### src/cfg_word_pkg.sv
// Package for the configuration word decoder.
// Holds register offsets, field positions, reset values and codes.
// Assumes an APB slave with 32-bit data, one word per register.
package cfg_word_pkg;
	localparam logic [11:0] cfg_offset       = 12'h000; // Live configuration word
	localparam logic [11:0] load_offset      = 12'h004; // Write to load a new word
	localparam logic [11:0] status_offset    = 12'h008; // Decoded state and errors
	localparam int          cfg_width        = 24;
	localparam logic [23:0] cfg_reset_value  = 24'hff7fff; // Erased word, bit 15 as zero
	localparam logic [7:0]  upper_ones       = 8'hff;
	localparam int          upper_lsb        = 16;
	localparam int          rsvd_top_bit     = 15;
	localparam int          scan_port_bit    = 14;
	localparam int          code_protect_bit = 13;
	localparam int          write_protect_bit = 12;
	localparam int          debug_bit        = 11;
	localparam int          rsvd_one_bit     = 10;
	localparam int          pin_pair_lsb     = 8;
	localparam int          wdt_enable_bit   = 7;
	localparam int          window_dis_bit   = 6;
	localparam int          ref_sel_bit      = 5;
	localparam int          prescale_bit     = 4;
	localparam int          postscale_lsb    = 0;
	localparam logic [1:0]  pair_one_code    = 2'h3;
	localparam logic [1:0]  pair_two_code    = 2'h2;
	localparam logic [1:0]  pair_three_code  = 2'h1;
	localparam logic [2:0]  pair_none        = 3'h0;
	typedef enum logic [1:0] {
		st_idle,
		st_decode
	} load_state_e;
endpackage : cfg_word_pkg

### src/config_word_decode.sv
// Configuration word decoder with APB access to the stored word.
// Assumes a 10 MHz pclk and software loading the word before use.
// Decoded outputs change only after a two-step load sequence.

// Overview of operation
// - Bits 23 to 16 of the configuration word always read back as ones.
// - The scan test port is enabled exactly when bit 14 is one.
// - Whole program memory is code protected when bit 13 is zero.
// - Program memory writes are blocked when bit 12 is zero.
// - Debug mode is entered after reset when bit 11 is zero, else operational mode.
// - Field 9-8 picks the emulator pin pair, 11 one, 10 two, 01 three, 00 reserved.
// - The watchdog runs exactly when bit 7 is one.
// - Windowed watchdog when bit 6 is zero, which needs bit 7 at one.
// - Converter reference is on default pins when bit 5 is one, alternate when zero.
module config_word_decode (
	input  wire logic        pclk,
	input  wire logic        presetn,
	input  wire logic        psel,
	input  wire logic        penable,
	input  wire logic        pwrite,
	input  wire logic [11:0] paddr,
	input  wire logic [31:0] pwdata,
	input  wire logic [3:0]  pstrb,
	output logic      [31:0] prdata,
	output logic             pready,
	output logic             pslverr,
	output logic             scan_port_enable,
	output logic             code_protect_active,
	output logic             write_block_active,
	output logic             debug_mode,
	output logic      [2:0]  emulator_pair_onehot,
	output logic             watchdog_run,
	output logic             watchdog_windowed,
	output logic             reference_default_pins,
	output logic             watchdog_prescale_sel,
	output logic      [3:0]  watchdog_postscale_field
);
	////////////////////////////////////////////////////////////////////////////////
	// Stored word and load sequencing
	logic [23:0]                cfg_reg, cfg_next;
	logic [23:0]                pend_reg, pend_next;
	cfg_word_pkg::load_state_e  state_reg, state_next;
	logic                       err_reg, err_next;
	logic [2:0]                 pair_onehot;
	logic                       sel_reserved;
	logic                       access, wr_cfg, wr_load;
	logic [23:0]                cfg_read;

	assign access  = psel && penable;
	assign wr_cfg  = access && pwrite && (paddr == cfg_word_pkg::cfg_offset);
	assign wr_load = access && pwrite && (paddr == cfg_word_pkg::load_offset);

	// Upper byte forced to ones on read; bit 15 read as stored, not trusted
	assign cfg_read = {cfg_word_pkg::upper_ones, cfg_reg[15:0]};

	// Pending word is staged, then committed on a load write
	always_comb begin
		pend_next  = pend_reg;
		cfg_next   = cfg_reg;
		state_next = state_reg;
		err_next   = err_reg;
		if (wr_cfg) begin
			// Byte strobes for the low two lanes; the upper lane is never stored
			if (pstrb[0])
				pend_next[7:0] = pwdata[7:0];
			if (pstrb[1])
				pend_next[15:8] = pwdata[15:8];
		end
		case (state_reg)
			cfg_word_pkg::st_idle: begin
				if (wr_load)
					state_next = cfg_word_pkg::st_decode;
			end
			cfg_word_pkg::st_decode: begin
				cfg_next   = {cfg_word_pkg::upper_ones, pend_reg[15:0]};
				// Sticky flag for words that break the programmer's duties
				err_next   = err_reg
					|| pend_reg[cfg_word_pkg::rsvd_top_bit]
					|| !pend_reg[cfg_word_pkg::rsvd_one_bit]
					|| (pend_reg[9:8] == 2'h0)
					|| (!pend_reg[cfg_word_pkg::window_dis_bit]
						&& !pend_reg[cfg_word_pkg::wdt_enable_bit]);
				state_next = cfg_word_pkg::st_idle;
			end
			default: state_next = cfg_word_pkg::st_idle;
		endcase
		// A status write of bit 0 clears the error unless a load decodes in the same cycle
		if (access && pwrite && paddr == cfg_word_pkg::status_offset && pwdata[0]
			&& state_reg != cfg_word_pkg::st_decode)
			err_next = 1'b0;
	end

	always_ff @(posedge pclk or negedge presetn) begin
		if (!presetn) begin
			cfg_reg   <= cfg_word_pkg::cfg_reset_value;
			pend_reg  <= cfg_word_pkg::cfg_reset_value;
			state_reg <= cfg_word_pkg::st_idle;
			err_reg   <= 1'b0;
		end else begin
			cfg_reg   <= cfg_next;
			pend_reg  <= pend_next;
			state_reg <= state_next;
			err_reg   <= err_next;
		end
	end

	////////////////////////////////////////////////////////////////////////////////
	// Pin pair decoding
	pin_pair_decode u_pair (
		.sel          (cfg_reg[9:8]),
		.pair_onehot  (pair_onehot),
		.sel_reserved (sel_reserved)
	);

	////////////////////////////////////////////////////////////////////////////////
	// APB read data and answer; zero wait states
	logic [31:0] prdata_next;
	logic        pslverr_next;
	logic        pready_next;

	always_comb begin
		prdata_next  = 32'h0000_0000;
		pslverr_next = 1'b0;
		pready_next  = 1'b0;
		if (psel && !penable) begin
			pready_next = 1'b1;
			case (paddr)
				cfg_word_pkg::cfg_offset:    prdata_next = {8'h00, cfg_read};
				cfg_word_pkg::load_offset:   prdata_next = 32'h0000_0000;
				cfg_word_pkg::status_offset: prdata_next =
					{28'h0, sel_reserved, state_reg == cfg_word_pkg::st_decode, 1'b0, err_reg};
				default:                     pslverr_next = 1'b1;
			endcase
		end
	end

	always_ff @(posedge pclk or negedge presetn) begin
		if (!presetn) begin
			prdata  <= 32'h0000_0000;
			pready  <= 1'b0;
			pslverr <= 1'b0;
		end else begin
			prdata  <= prdata_next;
			pready  <= pready_next;
			pslverr <= pslverr_next;
		end
	end

	////////////////////////////////////////////////////////////////////////////////
	// Decoded outputs, registered so they come straight from flip-flops
	logic       scan_next, code_protect_next, write_block_next, debug_next;
	logic [2:0] pair_next;
	logic       run_next, windowed_next, ref_pins_next, prescale_next;
	logic [3:0] postscale_next;

	// Next decoded values follow the live word; they settle one edge after it
	always_comb begin
		scan_next         = cfg_reg[cfg_word_pkg::scan_port_bit];
		code_protect_next = !cfg_reg[cfg_word_pkg::code_protect_bit];
		write_block_next  = !cfg_reg[cfg_word_pkg::write_protect_bit];
		debug_next        = !cfg_reg[cfg_word_pkg::debug_bit];
		pair_next         = pair_onehot;
		run_next          = cfg_reg[cfg_word_pkg::wdt_enable_bit];
		// Windowed only with the watchdog running; a bad word gives standard
		windowed_next     = !cfg_reg[cfg_word_pkg::window_dis_bit]
			&& cfg_reg[cfg_word_pkg::wdt_enable_bit];
		ref_pins_next     = cfg_reg[cfg_word_pkg::ref_sel_bit];
		prescale_next     = cfg_reg[cfg_word_pkg::prescale_bit];
		postscale_next    = cfg_reg[3:0];
	end

	// Reset values match the decode of the erased word
	always_ff @(posedge pclk or negedge presetn) begin
		if (!presetn) begin
			scan_port_enable         <= 1'b1;
			code_protect_active      <= 1'b0;
			write_block_active       <= 1'b0;
			debug_mode               <= 1'b0;
			emulator_pair_onehot     <= 3'h1;
			watchdog_run             <= 1'b1;
			watchdog_windowed        <= 1'b0;
			reference_default_pins   <= 1'b1;
			watchdog_prescale_sel    <= 1'b1;
			watchdog_postscale_field <= 4'hf;
		end else begin
			scan_port_enable         <= scan_next;
			code_protect_active      <= code_protect_next;
			write_block_active       <= write_block_next;
			debug_mode               <= debug_next;
			emulator_pair_onehot     <= pair_next;
			watchdog_run             <= run_next;
			watchdog_windowed        <= windowed_next;
			reference_default_pins   <= ref_pins_next;
			watchdog_prescale_sel    <= prescale_next;
			watchdog_postscale_field <= postscale_next;
		end
	end
endmodule // config_word_decode

### src/pin_pair_decode.sv
// Decoder for the emulator pin pair field.
// Assumes a stable two-bit field; purely combinational.
module pin_pair_decode (
	input  wire logic [1:0] sel,
	output logic      [2:0] pair_onehot,
	output logic            sel_reserved
);
	////////////////////////////////////////////////////////////////////////////////
	// One-hot pair choice; the reserved code routes to no pair
	always_comb begin
		pair_onehot  = cfg_word_pkg::pair_none;
		sel_reserved = 1'b0;
		case (sel)
			cfg_word_pkg::pair_one_code:   pair_onehot = 3'h1;
			cfg_word_pkg::pair_two_code:   pair_onehot = 3'h2;
			cfg_word_pkg::pair_three_code: pair_onehot = 3'h4;
			default:                       sel_reserved = 1'b1;
		endcase
	end
endmodule // pin_pair_decode

### config.mk
export PLATFORM = sky130hd
export DESIGN_NAME = config_word_decode
export DESIGN_NICKNAME = d
export VERILOG_FILES = /design/src/cfg_word_pkg.sv /design/src/config_word_decode.sv /design/src/pin_pair_decode.sv
export SDC_FILE = /design/constraint.sdc
export NUM_CORES = 1
export LEC_CHECK = 0
export ABC_AREA = 1
export BUFFER_PORTS_ARGS = -buffer_cell sky130_fd_sc_hd__buf_2
export CAP_MARGIN = 25
export CORE_AREA = 2 2 56 111
export DETAILED_ROUTE_END_ITERATION = 10
export DIE_AREA = 0 0 58 113
export PLACE_DENSITY = 0.77
export SLEW_MARGIN = 20
export SYNTH_ARGS = -nofsm -noshare
export SYNTH_HDL_FRONTEND = slang
export SYNTH_HIERARCHICAL = 1
export SYNTH_SLANG_ARGS = --single-unit
### constraint.sdc
create_clock -name pclk -period 1.4 [get_ports pclk]
set_input_delay 0.14 -clock pclk [delete_from_list [all_inputs] [get_ports pclk]]
set_output_delay 0.14 -clock pclk [all_outputs]
set_load 0.05 [all_outputs]
==> out/qor_table.md <==
| Item | Value |
|---|---|
| Total buffers and inverters traversed by the critical path | 1 |
| Req. time, crit path | 1.26 ns |
| Hpwl dp | 3270 um |
| Post-synth design cell area | 2660 um2 |
| H-Tree Depth | 3 |
| IO Port Bufs | 75 |
| Post-detailed-route wirelength per cell | 11.1 um |
| Power Total | 4.12 mW |
| Setup TNS | 0 ns |
| Area occupied by multi-input gates | 693 um2 |
| Pin count of the biggest net entering global routing | 69 |
| Max Buffers Root-to-Sink | 2 |
| CTS tree | built |
| Weighted congestion at the end of routability-driven global placement | 0.773 |
| Number of hold-slack violations in the final timing report | 0 |
| Number of hold buffers added after CTS | 1 |
| Most numerous cell in the Yosys netlist | sky130_fd_sc_hd__nand2_1 |
| DRT iter0 DRCs | 55 |
| Post-synth cell types | 22 |
| Number of flip-flops in the largest register | 17 |
| Cells after Synth | 255 |
| Static leakage | 1.69 nW |
| Fin. max-slew vios | 0 |
| Leading cell types by count after synthesis | sky130_fd_sc_hd__nand2_1, sky130_fd_sc_hd__dfstp_2, sky130_fd_sc_hd__dfrtp_1, sky130_fd_sc_hd__nor2_1, sky130_fd_sc_hd__inv_1 |
| Final min period | 1.22 ns |
| Total gr overflow | 0 |
| Kind of critical path | reg -> out |
| Non-filler cells in the finished layout | 398 |
| CTS Sinks | 68 |
| Library cell occupying the most area in the post-synthesis netlist | sky130_fd_sc_hd__dfstp_2 |
| Layout Skew | 0.00476 ns |
| Synth top area cells | sky130_fd_sc_hd__dfstp_2, sky130_fd_sc_hd__dfrtp_1, sky130_fd_sc_hd__nand2_1, sky130_fd_sc_hd__buf_4, sky130_fd_sc_hd__o21ai_0 |
| DRC violation count after routing | 0 |
| Max-cap viol count | 0 |
| Site row count | 39 |
| Maximum vdd ir drop | 1270 uV |
| Diodes inserted | 0 |
| Share of layout cells above drive strength 1 | 42.7% |
| Via density per instance | 4.49 |
| Max Fanout on Critical Path | 1 |
| Area growth from synthesis to layout | 24.9% |
| Total setup buffers inserted after CTS | 0 |
| Status | completed |
| Register area | 1750 um2 |
| FMAX | 0.819 GHz |
| Clock transition at path regs | 0.05 ns |
| Fraction of the yosys area taken by sequential cells | 65.7% |
| Setup slack of the critical path after layout | 0.179 ns |
| RSZ-0062 raised after global routing | no |
| Initial antenna violation count | 0 |
| Fraction of post-synthesis cell area in the top cell type by area | 38.5% |
| Total die area | 6550 um2 |
| Fraction of registers with async set or reset after synthesis | 100% |
| Total global-route track usage | 15.3% |
| Horizontal die dimension | 58 um |
| Dpl ws | 0.186 ns |
| Power Dens Cells | 1240 nW/um2 |
| Number of gates resized after CTS | 0 |
| Kind of capture point of the worst setup path | output port |
| Inserted Clock Buffers | 9 |
| ANT nets after route | 0 |
| Cells along the critical path | buf_2 |
| Most frequently used flop master after synthesis | sky130_fd_sc_hd__dfstp_2 |
| Endpoints failing setup | 0 |
| Post-layout utilization of the core | 58.7% |
| Wirelength, routed | 4410 um |
| Average footprint of a synthesized cell | 10.4 um2 |
| Number of placed cells counting well taps | 381 |
| Boundary pin count | 102 |
| Detailed-routing iteration count for the pre-antenna-repair pass | 4 |
| Final #Nets | 385 |
| Number of global-route vias before repair | 1752 |
| First-pass GRT wire length | 7450 um |
| Crit-path leading delay family | flip-flops |
| EDFF count, synth | 0 |
| Total vias in the final route | 1789 |
| Starting density of the core | 47.0% |
| Yosys synthesis warning count | 6 |
| CTS Root Buffer Type | sky130_fd_sc_hd__clkbuf_16 |
| Arrival time reported for the critical path endpoint | 1.08 ns |
| Filler cell count in the final layout | 492 |
| Placeable core region | 5660 um2 |
| Min-delay worst type | in -> reg |
| CP Launch Type | register |
| Crit-path max cell delay | 0.51 ns |
| Yosys reg bits | 68 |
| Cell with the biggest individual delay on the critical path | sky130_fd_sc_hd__dfstp_2 |
| Later-pin clock latency in the skew report | 0.32 ns |
| Die Y | 113 um |
| Final period utilization | 87.2% |
## cells in the final DEF (no fill, tap or decap)
cell type	synthesis	routed
sky130_fd_sc_hd__nand2_1	78	78
sky130_fd_sc_hd__buf_2	1	75
sky130_fd_sc_hd__dfstp_2	39	39
sky130_fd_sc_hd__dfrtp_1	29	29
sky130_fd_sc_hd__nor2_1	24	24
sky130_fd_sc_hd__inv_1	23	23
sky130_fd_sc_hd__o21ai_0	18	18
sky130_fd_sc_hd__clkbuf_16	0	9
sky130_fd_sc_hd__conb_1	1	8
sky130_fd_sc_hd__inv_2	5	5
sky130_fd_sc_hd__clkbuf_1	3	4
sky130_fd_sc_hd__nor2_8	3	3
sky130_fd_sc_hd__nor3_1	3	3
sky130_fd_sc_hd__o22ai_1	3	3
sky130_fd_sc_hd__nand3_4	2	2
sky130_fd_sc_hd__nand4_2	2	2
sky130_fd_sc_hd__buf_12	0	2
sky130_fd_sc_hd__nor2_2	1	1
sky130_fd_sc_hd__nand2_2	1	1
sky130_fd_sc_hd__nor2_4	1	1
sky130_fd_sc_hd__nand3_1	1	1
sky130_fd_sc_hd__o31ai_1	1	1
sky130_fd_sc_hd__clkinvlp_4	0	1
sky130_fd_sc_hd__clkbuf_8	0	1
sky130_fd_sc_hd__clkinv_2	0	1
sky130_fd_sc_hd__dlygate4sd3_1	0	1
sky130_fd_sc_hd__buf_4	15	1
## metrics by stage
stage	hold WS, ns	area (um2)
2_1_floorplan	-0.156	2690
3_3_place_gp	0.166	3050
3_5_place_dp	0.176	3050
4_1_cts	0.00503	3320
5_1_grt	0.00887	3320
6_report	0.0112	3320
## final timing paths
check                                                 startpoint                               endpoint  slack [ns]  cells past startpoint
setup / recovery           watchdog_postscale_field[3]$_DFF_PN1_            watchdog_postscale_field[3]        0.18                      1
min in group asynchronous                                presetn                    prdata[1]$_DFF_PN0_        0.36                      3
setup reg to reg                         pend_reg[7]$_DFFE_PN1P_                    err_reg$_DFFE_PN0P_        0.27                      3
hold reg to reg                           cfg_reg[1]$_DFFE_PN1P_  watchdog_postscale_field[1]$_DFF_PN1_        0.36                      0
hold / removal                                         pwdata[7]                pend_reg[7]$_DFFE_PN1P_        0.01                      3
max in group asynchronous                                presetn               pend_reg[11]$_DFFE_PN1P_        0.70                      3
## cells by family (layout without fill, tap and decap cells)
group | count (synthesis) | count (layout) | synth area share [%]
simple gates | 116 | 116 | 20.5
flops | 68 | 68 | 65.7
buf+inv | 48 | 123 | 9.21
compound gates | 22 | 22 | 4.37
other cells | 1 | 8 | 0.141
## worst min-delay path, cell delays in order
cell and delay, ns:
sky130_fd_sc_hd__buf_2 0.09, sky130_fd_sc_hd__nand2_1 0.05, sky130_fd_sc_hd__nand2_1 0.04
## cell type report
class                   count  share of cell area (%)
multi-input cells         146                    20.9
clock inverters             2                   0.376
flip-flops and latches     68                    52.7
well taps                  61                    2.30
inverters                  28                    3.16
repair buffers             79                    13.0
clock buffers              14                    7.64
## power breakdown
group          internal [mW]  switching, mW  leakage (nW)
Combinational         0.0534          0.136         0.777
Sequential              1.98       0.000859         0.784
Clock                   1.24          0.712         0.127
## layer usage
metal,up-vias,share of wire (%),track usage (%)
met5,-,0,0
met4,0,2.1,9.30
met3,9,6.7,5.26
met2,63,53,25.7
met1,807,38,16.0
li1,910,-,-
No activity file was read; power rests on OpenSTA's default activity.
